### src/rtl/opdec_map.svh
// Purpose: Field codes and positions for the operand field decoder
// Assumes: Included by bare name from rtl files
// Notes:   Definitions only
`ifndef OPDEC_MAP_SVH
`define OPDEC_MAP_SVH
`define MOD_NODISP   2'b00
`define MOD_D8       2'b01
`define MOD_DFULL    2'b10
`define MOD_REG      2'b11
`define RM_D16_ONLY  3'b110
`define RM_D32_ONLY  3'b101
`define RM_SIB       3'b100
`define IDX_NONE     3'b100
`define BASE_SP      3'b100
`define BASE_BP      3'b101
`define SS_ONE       2'b00
`define SEG_ES       3'b000
`define SEG_CS       3'b001
`define SEG_SS       3'b010
`define SEG_DS       3'b011
`define SEG_FS       3'b100
`define SEG_GS       3'b101
`define SPC_NONE     3'b000
`define SPC_CTRL     3'b001
`define SPC_DBG      3'b010
`define SPC_TEST     3'b011
`define DISP_NONE    2'b00
`define DISP_8       2'b01
`define DISP_16      2'b10
`define DISP_32      2'b11
`define REG16_BX     3'b011
`define REG16_BP     3'b101
`define REG16_SI     3'b110
`define REG16_DI     3'b111
`define REG_NONE     4'hf
`endif

### src/rtl/opdec_pkg.sv
// Purpose: Types for the operand field decoder
// Assumes: Nothing
// Notes:   Constants live in opdec_map.svh
package opdec_pkg;
  typedef logic [2:0] seg_t;
  typedef logic [3:0] reg_t;
endpackage

### src/rtl/operand_field_decoder.sv
// Purpose: Registered decode of address mode, sib and operand qualifier fields
// Assumes: Inputs come from same-clock prefetch logic; one result per cycle
// Notes:   All outputs registered, one cycle after inputs
// Summary of operation
// [RL1] 16-bit mode: mod/rm form address, d16 special
// [RL2] 32-bit no sib: base reg, d32 special
// [RL3] Displacement precedes immediate data bytes
// [RL4] Sib present: 32-bit, rm 100, mod not 11
// [RL5] Scale 00..11 gives 1,2,4,8
// [RL6] Index 100 means none; scale must be 00
// [RL7] Base 101 with mod 00: no base, d32
// [RL8] Scaled index is index times scale
// [RL9] Sib stack default for sp, bp with disp
// [RL10] Width bit 0 byte, 1 full size
// [RL11] Two-bit selector: es, cs, ss, ds
// [RL12] Three-bit selector adds fs, gs; 110/111 reserved
// [RL13] Register from opcode, reg, or rm when mod 11
// [RL14] Width 0 picks low/high byte registers
// [RL15] Bp-based addressing uses stack segment
// [RL16] String destination via di always extra segment
// [RL17] Direction bit swaps reg source/destination
// [RL18] Sign-extend 8-bit immediate when s set
// [RL19] Condition bits 3:1 select, bit 0 negates
// [RL20] Condition codes map overflow through less-or-equal
// [RL21] Special selector: cr0/2/3, dr0-3, dr6, tr6
// [RL22] Code 111 is dr7 or tr7
// [RL23] Flag reserved segment and special codes invalid
`timescale 1ns/1ps
`default_nettype none
`include "opdec_map.svh"
module operand_field_decoder
(
  input  wire logic        mclk,
  input  wire logic        resetn,
  input  wire logic        addr32,         // 32-bit address mode in effect
  input  wire logic        op32,           // 32-bit operand size in effect
  input  wire logic [7:0]  modrm,          // Address mode byte
  input  wire logic [7:0]  sib,            // Byte after address mode byte
  input  wire logic        has_w,          // Opcode carries a width bit
  input  wire logic        w_bit,
  input  wire logic        d_bit,
  input  wire logic        s_bit,
  input  wire logic        imm_is8,        // Immediate field is 8 bits
  input  wire logic [31:0] imm_in,
  input  wire logic        string_dst,     // Operand is string destination
  input  wire logic        ovr_valid,      // Segment override prefix seen
  input  wire logic [2:0]  ovr_seg,
  input  wire logic [1:0]  two_bit_segment_selector,
  input  wire logic [2:0]  three_bit_segment_selector,
  input  wire logic        opc_reg_valid,  // Register field from opcode
  input  wire logic [2:0]  opc_reg,
  input  wire logic [3:0]  tttn,
  input  wire logic [1:0]  spc_class,      // 0 ctrl, 1 debug, 2 test
  input  wire logic [2:0]  spc_code,
  output logic             sib_present,
  output logic [1:0]       disp_size,      // None, 8, 16, 32 bits
  output logic [1:0]       disp_offset,    // Bytes after opcode before displacement
  output logic             base_valid,
  output logic [3:0]       base_reg,       // 32-bit or 16-bit base code
  output logic             index_valid,
  output logic [3:0]       index_reg,
  output logic [3:0]       scale_mult,     // 1, 2, 4 or 8
  output logic             ea_undefined,
  output logic [2:0]       eff_seg,        // Segment for memory operand
  output logic             mem_operand,
  output logic [5:0]       opnd_bits,      // 8, 16 or 32
  output logic [2:0]       seg2_dec,
  output logic [2:0]       seg3_dec,
  output logic             seg3_invalid,
  output logic [3:0]       reg_src,        // Bit 3 set: byte register form
  output logic [3:0]       reg_dst,
  output logic             rm_is_dst,
  output logic [31:0]      imm_out,
  output logic [2:0]       cond_sel,
  output logic             cond_negate,
  output logic [2:0]       spc_kind,
  output logic [2:0]       spc_index,
  output logic             spc_invalid
);

  // Subfields of the address mode byte and the sib byte
  wire logic [1:0] mode = modrm[7:6];
  wire logic [2:0] regf = modrm[5:3];
  wire logic [2:0] rm   = modrm[2:0];
  wire logic [1:0] sc   = sib[7:6];
  wire logic [2:0] idx  = sib[5:3];
  wire logic [2:0] bse  = sib[2:0];

  // Register code with width qualifier; byte form keeps code, flags it in bit 3
  function automatic opdec_pkg::reg_t reg_code(input logic [2:0] c, input logic hw,
                                               input logic w);
    reg_code = (hw && !w) ? {1'b1, c} : {1'b0, c};
  endfunction

  // Address field decode
  logic       sib_d, bv_d, iv_d, und_d;
  logic [1:0] dsz_d;
  logic [2:0] seg_d;
  logic [3:0] br_d, ir_d, sm_d;
  always_comb
  begin
    sib_d = 1'b0;
    dsz_d = `DISP_NONE;
    bv_d  = 1'b0;
    br_d  = `REG_NONE;
    iv_d  = 1'b0;
    ir_d  = `REG_NONE;
    sm_d  = 4'h1;
    und_d = 1'b0;
    seg_d = `SEG_DS;
    if (!addr32)
    begin
      // [RL1] 16-bit forms
      if (mode == `MOD_D8)
        dsz_d = `DISP_8;
      else if (mode == `MOD_DFULL)
        dsz_d = `DISP_16;
      if (mode == `MOD_NODISP && rm == `RM_D16_ONLY)
        dsz_d = `DISP_16;
      else if (mode != `MOD_REG)
      begin
        bv_d = 1'b1;  // Every form but bare d16 has a base, si and di included
        case (rm)
          3'b000, 3'b001, 3'b111: br_d = {1'b0, `REG16_BX};
          3'b010, 3'b011, 3'b110: br_d = {1'b0, `REG16_BP};
          3'b100:                 br_d = {1'b0, `REG16_SI};
          default:                br_d = {1'b0, `REG16_DI};
        endcase
        iv_d = !rm[2];
        ir_d = iv_d ? (rm[0] ? {1'b0, `REG16_DI} : {1'b0, `REG16_SI}) : `REG_NONE;
        // [RL15] bp base uses stack segment
        if (br_d == {1'b0, `REG16_BP} && bv_d)
          seg_d = `SEG_SS;
      end
    end
    else if (mode != `MOD_REG)
    begin
      // [RL4] sib byte detection
      sib_d = (rm == `RM_SIB);
      if (mode == `MOD_D8)
        dsz_d = `DISP_8;
      else if (mode == `MOD_DFULL)
        dsz_d = `DISP_32;
      if (!sib_d)
      begin
        // [RL2] base register or bare d32
        if (mode == `MOD_NODISP && rm == `RM_D32_ONLY)
          dsz_d = `DISP_32;
        else
        begin
          bv_d = 1'b1;
          br_d = {1'b0, rm};
          if (rm == `BASE_BP)
            seg_d = `SEG_SS;
        end
      end
      else
      begin
        // [RL5] scale decode; [RL8] index multiplier
        sm_d = 4'h1 << sc;
        // [RL6] no index code
        iv_d  = (idx != `IDX_NONE);
        ir_d  = iv_d ? {1'b0, idx} : `REG_NONE;
        und_d = !iv_d && sc != `SS_ONE;
        // [RL7] base 101 with mod 00 takes d32
        if (mode == `MOD_NODISP && bse == `BASE_BP)
          dsz_d = `DISP_32;
        else
        begin
          bv_d = 1'b1;
          br_d = {1'b0, bse};
        end
        // [RL9] stack segment default
        if (bse == `BASE_SP || (bse == `BASE_BP && mode != `MOD_NODISP))
          seg_d = `SEG_SS;
      end
    end
    if (ovr_valid && mode != `MOD_REG)
      seg_d = ovr_seg;
    // [RL16] string destination ignores override
    if (string_dst)
      seg_d = `SEG_ES;
  end

  // Address results
  always_ff @(posedge mclk)
  begin
    if (!resetn)
    begin
      sib_present  <= 1'b0;
      disp_size    <= `DISP_NONE;
      disp_offset  <= 2'h0;
      base_valid   <= 1'b0;
      base_reg     <= `REG_NONE;
      index_valid  <= 1'b0;
      index_reg    <= `REG_NONE;
      scale_mult   <= 4'h1;
      ea_undefined <= 1'b0;
      eff_seg      <= `SEG_DS;
      mem_operand  <= 1'b0;
    end
    else
    begin
      sib_present  <= sib_d;
      disp_size    <= dsz_d;
      // [RL3] displacement right after addressing bytes
      disp_offset  <= sib_d ? 2'h2 : 2'h1;
      base_valid   <= bv_d;
      base_reg     <= br_d;
      index_valid  <= iv_d;
      index_reg    <= ir_d;
      scale_mult   <= sm_d;
      ea_undefined <= und_d;
      eff_seg      <= seg_d;
      mem_operand  <= (mode != `MOD_REG);
    end
  end

  // Operand qualifiers, registers, immediate
  always_ff @(posedge mclk)
  begin
    if (!resetn)
    begin
      opnd_bits    <= 6'h20;
      seg2_dec     <= `SEG_ES;
      seg3_dec     <= `SEG_ES;
      seg3_invalid <= 1'b0;
      reg_src      <= 4'h0;
      reg_dst      <= 4'h0;
      rm_is_dst    <= 1'b0;
      imm_out      <= 32'h0;
    end
    else
    begin
      // [RL10] width bit selects byte or full
      opnd_bits <= (has_w && !w_bit) ? 6'h08 : (op32 ? 6'h20 : 6'h10);
      // [RL11] two-bit selector
      seg2_dec <= {1'b0, two_bit_segment_selector};
      // [RL12] three-bit selector; [RL23] reserved codes flagged
      seg3_dec     <= three_bit_segment_selector[2:1] == 2'b11 ? `SEG_ES
                      : three_bit_segment_selector;
      seg3_invalid <= three_bit_segment_selector[2:1] == 2'b11;
      // [RL13] [RL14] [RL17] register roles by direction
      rm_is_dst <= !d_bit;
      if (opc_reg_valid)
      begin
        reg_src <= reg_code(opc_reg, has_w, w_bit);
        reg_dst <= reg_code(opc_reg, has_w, w_bit);
      end
      else if (d_bit)
      begin
        reg_dst <= reg_code(regf, has_w, w_bit);
        reg_src <= mode == `MOD_REG ? reg_code(rm, has_w, w_bit) : `REG_NONE;
      end
      else
      begin
        reg_src <= reg_code(regf, has_w, w_bit);
        reg_dst <= mode == `MOD_REG ? reg_code(rm, has_w, w_bit) : `REG_NONE;
      end
      // [RL18] sign extend 8-bit immediate
      if (s_bit && imm_is8)
        imm_out <= {{24{imm_in[7]}}, imm_in[7:0]};
      else
        imm_out <= imm_in;
    end
  end

  // Condition and special register fields
  always_ff @(posedge mclk)
  begin
    if (!resetn)
    begin
      cond_sel    <= 3'h0;
      cond_negate <= 1'b0;
      spc_kind    <= `SPC_NONE;
      spc_index   <= 3'h0;
      spc_invalid <= 1'b0;
    end
    else
    begin
      // [RL19] [RL20] ttt selects condition, n negates
      cond_sel    <= tttn[3:1];
      cond_negate <= tttn[0];
      spc_index   <= spc_code;
      // [RL21] [RL22] [RL23] special register map
      spc_kind    <= (spc_class == 2'h3) ? `SPC_NONE : {1'b0, spc_class} + 3'h1;
      spc_invalid <= (spc_class == 2'h0) ? !(spc_code == 3'h0 || spc_code[2:1] == 2'b01)
                     : (spc_class == 2'h1) ? (spc_code[2:1] == 2'b10)
                     : (spc_class == 2'h2) ? (spc_code[2:1] != 2'b11) : 1'b1;
    end
  end
endmodule
`default_nettype wire

### config.mk
export PLATFORM = sky130hd
export DESIGN_NAME = operand_field_decoder
export DESIGN_NICKNAME = d
export VERILOG_FILES = /design/src/rtl/opdec_pkg.sv /design/src/rtl/operand_field_decoder.sv
export VERILOG_INCLUDE_DIRS = /design/src /design/src/rtl
export SDC_FILE = /design/constraint.sdc
export NUM_CORES = 1
export LEC_CHECK = 0
export ABC_AREA = 1
export BUFFER_PORTS_ARGS = -buffer_cell sky130_fd_sc_hd__clkbuf_2
export CAP_MARGIN = 20
export CORE_MARGIN = 2
export CORE_UTILIZATION = 45
export CTS_BUF_LIST = sky130_fd_sc_hd__clkbuf_4 sky130_fd_sc_hd__clkbuf_8
export DETAILED_ROUTE_END_ITERATION = 6
export PLACE_DENSITY = 0.93
export SLEW_MARGIN = 30
export SYNTH_ARGS = -nofsm -noshare
export SYNTH_HDL_FRONTEND = slang
export SYNTH_SLANG_ARGS = --single-unit
### constraint.sdc
create_clock -name mclk -period 1.1 [get_ports mclk]
set_input_delay 0.11 -clock mclk [delete_from_list [all_inputs] [get_ports mclk]]
set_output_delay 0.11 -clock mclk [all_outputs]
set_load 0.01 [all_outputs]
* Word-level counts from Yosys, hierarchy flattened
Index checks and enable logic that the tools add are counted.
** Storage, ports and cells
- Logic and storage cells :: 149
- Register bits :: 89
** Operators by class
- Bitwise gates (word level) :: 1
- Reduce and logical (&&, ||, !) cells :: 28
- Shifts and indexed selects :: 1
- Add/subtract/negate cells :: 1
- Multiplexer cells :: 69
- Eq/ne operators :: 22
** Operators by type and width (number)
- $mux W4 :: 25
- $mux W32 :: 1
- $mux W1 :: 24
- $mux W2 :: 12
- $eq A3 B3 Y1 const B :: 6
- $eq A2 B2 Y1 const B :: 6
- $mux W3 :: 4
- $mux W6 :: 2
- $pmux W3 S3 :: 1
- $logic_and A1 B1 Y1 :: 8
- $reduce_or A2 Y1 :: 4
- $eq A2 B1 Y1 const B :: 3
- $eq A3 B2 Y1 const B :: 2
- $logic_not A3 Y1 :: 2
- $reduce_or A3 Y1 :: 2
- $logic_not A1 Y1 :: 5
- $eq A4 B3 Y1 const B :: 1
- $logic_not A2 Y1 :: 2
- $ne A2 B2 Y1 const B :: 2
- $reduce_and A4 Y1 :: 1
- $reduce_bool A2 Y1 :: 2
- $shl A1 B2 Y4 const A :: 1
- $add A2 B1 Y3 const B :: 1
- $eq A3 B1 Y1 const B :: 1
- other kinds (3) :: 4

* Depth between registers and ports, before layout
- Depth in word-level cells :: 13
- Mapped depth :: 8
- Gate-level depth less buffers :: 8

* Worst setup path after synthesis
Ideal clock, no wire load.
- Path type :: input to register
- Start :: input modrm[6]
- End :: register index_reg[2]
- Data arrival time :: 0.913 ns
- Cell stages on the path :: 6
- Buffers on the path :: 0
- Setup slack :: 0.067 ns
- Data required time :: 0.980 ns
- Path through :: ha_1 > inv_2 > nand2_2 > nor2_4 > nand2_2 > or2_1
** On the way
- Word-level cells in the longest chain between the ends :: 4
- Elaborated cells between the ends (all ways) :: 7
- Those cells by class :: 1 x eq/ne; 4 x mux; 2 x reduce/logical
** RTL lines
- start: declaration :: line operand_field_decoder.sv:37 : input wire logic [7:0] modrm,
- $ne A2 B2 Y1 (no line) or $logic_not A2 Y1 (tied branches)
- $mux W4 or $logic_and A1 B1 Y1 (tied branches)
- $mux W4 :: line operand_field_decoder.sv:118 : if (mode == `MOD_NODISP && rm == `RM_D16_ONLY)
- $mux W4 * :: line operand_field_decoder.sv:111 : if (!addr32)
- end signal: assignment :: line operand_field_decoder.sv:196 : index_reg <= `REG_NONE;
- end signal: assignment :: line operand_field_decoder.sv:211 : index_reg <= ir_d;
- end: declaration :: line operand_field_decoder.sv:61 : output logic [3:0] index_reg,
Mark *: on every way between the ends. The rest lies on a longest branch, timed or not.
A chain may end at the register's enable or synchronous reset.

* Final worst setup path
- Start :: input sib[5]
- End :: register index_reg[3]
** On the way
- Word-level cells in the longest chain between the ends :: 5
** RTL lines
- start: declaration :: line operand_field_decoder.sv:38 : input wire logic [7:0] sib,
- $ne A3 B3 Y1 (no line)
- $mux W4 (no line)
- $mux W4 :: line operand_field_decoder.sv:144 : if (!sib_d)
- $mux W4 :: line operand_field_decoder.sv:136 : else if (mode != `MOD_REG)
- $mux W4 :: line operand_field_decoder.sv:111
Every way passes these cells.

==> results.py <==
metrics = {
    "synthesis": {
        "yosys.cell_types.count": 31,
        "syn_avg_cell_area_sq_um": 8.51,
        "synth_edf_count": 0,
        "syn_inst": 351,
        "syn-cell-area_sq_um": 2990,
        "yosys.area_share.simple_pct": 19.3,
        "yosysSeqAreaShare_pct": 56.3,
        "synth-async-reset-ratio_pct": 0,
        "synth_compound_area_share_pct": 9.72,
        "synthAdderAreaFrac_pct": 3.35,
        "synth_xor_area_share_pct": 0,
        "muxShareOfSynthArea_pct": 0,
        "synth-seq-cells": 84,
        "yosys_warnings": 0,
        "synth_ff_type": "dfxtp_1",
        "synth_top_family_by_area": "simple AND/OR/NAND/NOR gates",
    },
    "grt": {
        "grt_pass1_wl_mm": 13.6,
        "antenna_found_initial": 0,
        "grt_pass1_vias": 3060,
        "grt_usage_pct": 24.0,
        "overflow": 0,
        "grt_start_max_net_pins": 31,
    },
    "timing": {
        "setup_viol": 0,
        "final_hold_viol_count": 0,
        "drv_slew": 0,
        "rsz0062_at_grt": "false",
        "fin_crit_ns": 1.03,
        "whs_ns": 0.0130,
        "finalCritPeriodShare_pct": 93.5,
        "fmax_ghz": 0.973,
    },
    "placement": {
        "place.gp.congestion": 0.961,
        "dp_hpwl_mm": 6.03,
        "dp_cells": 591,
        "io_buffers": 164,
    },
    "cells_and_area": {
        "fin_cells": 651,
        "final_layout_size_suffix_gt1_share_pct": 37.1,
        "multi_input_area_sq_um": 995,
        "seqCellArea_sq_um": 1680,
        "syn_to_final_growth_pct": 53.9,
        "largest-register": "imm_out",
        "nets": 657,
        "fill_cells": 451,
        "antenna_cells": 0,
        "largest_register_ffs": 32,
    },
    "die": {
        "io_pins": 169,
        "die_h_microns": 85.5,
        "dieArea_sq_um": 7310,
        "die_w_microns": 85.5,
        "core_sq_um": 6390,
        "rows": 29,
        "initial_core_util_pct": 46.8,
    },
    "min_path": {
        "hold_end": "imm_out[22]",
        "hold_depth": 3,
        "hp-class": "in2reg",
        "hp-start": "imm_in[22]",
    },
    "clock_tree": {
        "root_buffer": "clkbuf_8",
        "clock_sinks": 84,
        "clockBufferDepth": 2,
        "cts_max_level": 3,
        "tritoncts": "yes",
        "cts_buffers": 9,
        "path_clk_slew_ns": 0.09,
        "cts_setup_buffers": 0,
    },
    "flow_run": {
        "drv_cap": 0,
    },
    "route": {
        "vias": 3060,
        "dr.first_iter.drc_count": 75,
        "vias_per_cell": 4.70,
        "post-route-drc-count": 0,
        "drt-total-wl_mm": 8.91,
        "wl_per_cell_microns": 13.7,
        "firstDrtPassIters": 4,
        "postRouteAntennaNets": 0,
    },
    "critical_path": {
        "path_class": "in2reg",
        "critPathArrivalTime_ns": 1.27,
        "worst_setup_path_start_kind": "input port",
        "cp.required_ns": 1.34,
        "critPathMaxFanout": 4,
        "end_kind": "register",
    },
    "run_status": {
        "status": "finished, final reports clean",
    },
    "pwr": {
        "powerDensity_nw_per_um2": 1470,
        "ir_drop_mv": 1.15,
        "p_leak_uw": 0.00259,
    },
}
## layout make-up
class | count | share of cell area [%]
Clock buffer | 11 | 3.16
Clock inverter | 5 | 1.82
Inverter | 61 | 4.98
Multi-Input combinational cell | 192 | 21.6
Sequential cell | 84 | 36.6
Tap cell | 77 | 2.10
Timing Repair Buffer | 221 | 29.7
## cells in the final DEF (no fill, tap or decap), drive strengths merged, types with 2 or more instances in the layout
cell         netlist  routed
a21oi             30      30
o221ai             6       6
nor3               8       8
bufinv             0       2
nand2             80      80
dfxtp             84      84
ha                 8       8
nand3             19      19
clkinvlp           0       2
buf               12      13
nor2              21      21
o21ai              7       7
conb               1       5
inv               61      62
clkbuf             6     174
dlygate4sd3        0      44
## power breakdown
| part | leakage (uW) | switching [uW] | total [uW] | internal (uW) |
|---|---|---|---|---|
| clock network | 0.000110 | 1110 | 2490 | 1380 |
| logic | 0.00178 | 529 | 996 | 468 |
| registers | 0.000696 | 50.8 | 3260 | 3210 |
| total | 0.00259 | 1690 | 6740 | 5050 |
## how the worst max path moves through the flow
stage | startpoint | end | slack, ns
6_report | sib[5] | index_reg[3] | 0.07
5_1_grt | sib[4] | index_reg[3] | 0.03
4_1_cts | spc_class[0] | spc_invalid | 0.03
3_5_place_dp | modrm[6] | index_reg[3] | -0.11
3_3_place_gp | modrm[6] | index_reg[2] | -0.03
2_1_floorplan | modrm[6] | index_reg[2] | 0.07
## worst max-delay path, stage by stage
cell and delay, ns:
dlygate4sd3_1 0.55, clkbuf_2 0.12, nand3_1 0.17, a21boi_1 0.10, nor2_1 0.15, inv_1 0.06
## cells in the mapped netlist (3+ instances only)
master    number  area share [%]
dfxtp_1       84              56
nand2_1       73             9.2
inv_1         58             7.3
a21oi_1       27             4.5
nand3_1       18             3.0
nor2_1        17             2.1
ha_1           8             3.4
nor3_1         8             1.3
buf_4          7             1.8
clkbuf_1       6            0.75
nand2_2        6             1.3
o21ai_0        6             1.0
o221ai_1       6             1.8
buf_2          4            0.67
a21oi_2        3            0.88
inv_2          3            0.38
nor2_2         3            0.63
## per-layer routing
layer  global-route usage (%)  vias to the layer above  part of all wire, %
li1                         -                     1510                    -
met1                     23.2                     1381                   36
met2                     46.2                      149                   53
met3                     7.59                       20                  8.5
met4                     9.96                        0                  2.6
met5                        0                        -                    0
## logic make-up (layout without fill, tap and decap cells)
family	after synthesis	after routing
adder cells (fa/ha/maj)	8	8
AND/OR/NAND/NOR	131	131
AO/OA/AOI/OAI	48	48
flip-flops	84	84
buffers and inverters	79	298
other	1	5
## through the flow
stage                     setup WS (ns)  TNS [ns]  instance area, sq um  utilization (%)  power, uW
after floorplan                  0.0672         0                  3000                -       3750
after global placement          -0.0279   -0.0608                  3910             61.2       4140
after detailed placement         -0.111    -0.738                  3910             61.2       4180
after CTS                        0.0267         0                  4580             71.7       6740
after global routing             0.0277         0                  4600             72.0       7000
final                            0.0718         0                  4600             72.0       6740
## timing repair
item | in CTS | in global routing
resized for setup | 0 | 4
endpoints found under the setup margin | 0 | 7
hold buffers | 44 | 1
hold endpoints to repair | 44 | 1
No activity file was read; power rests on OpenSTA's default activity.
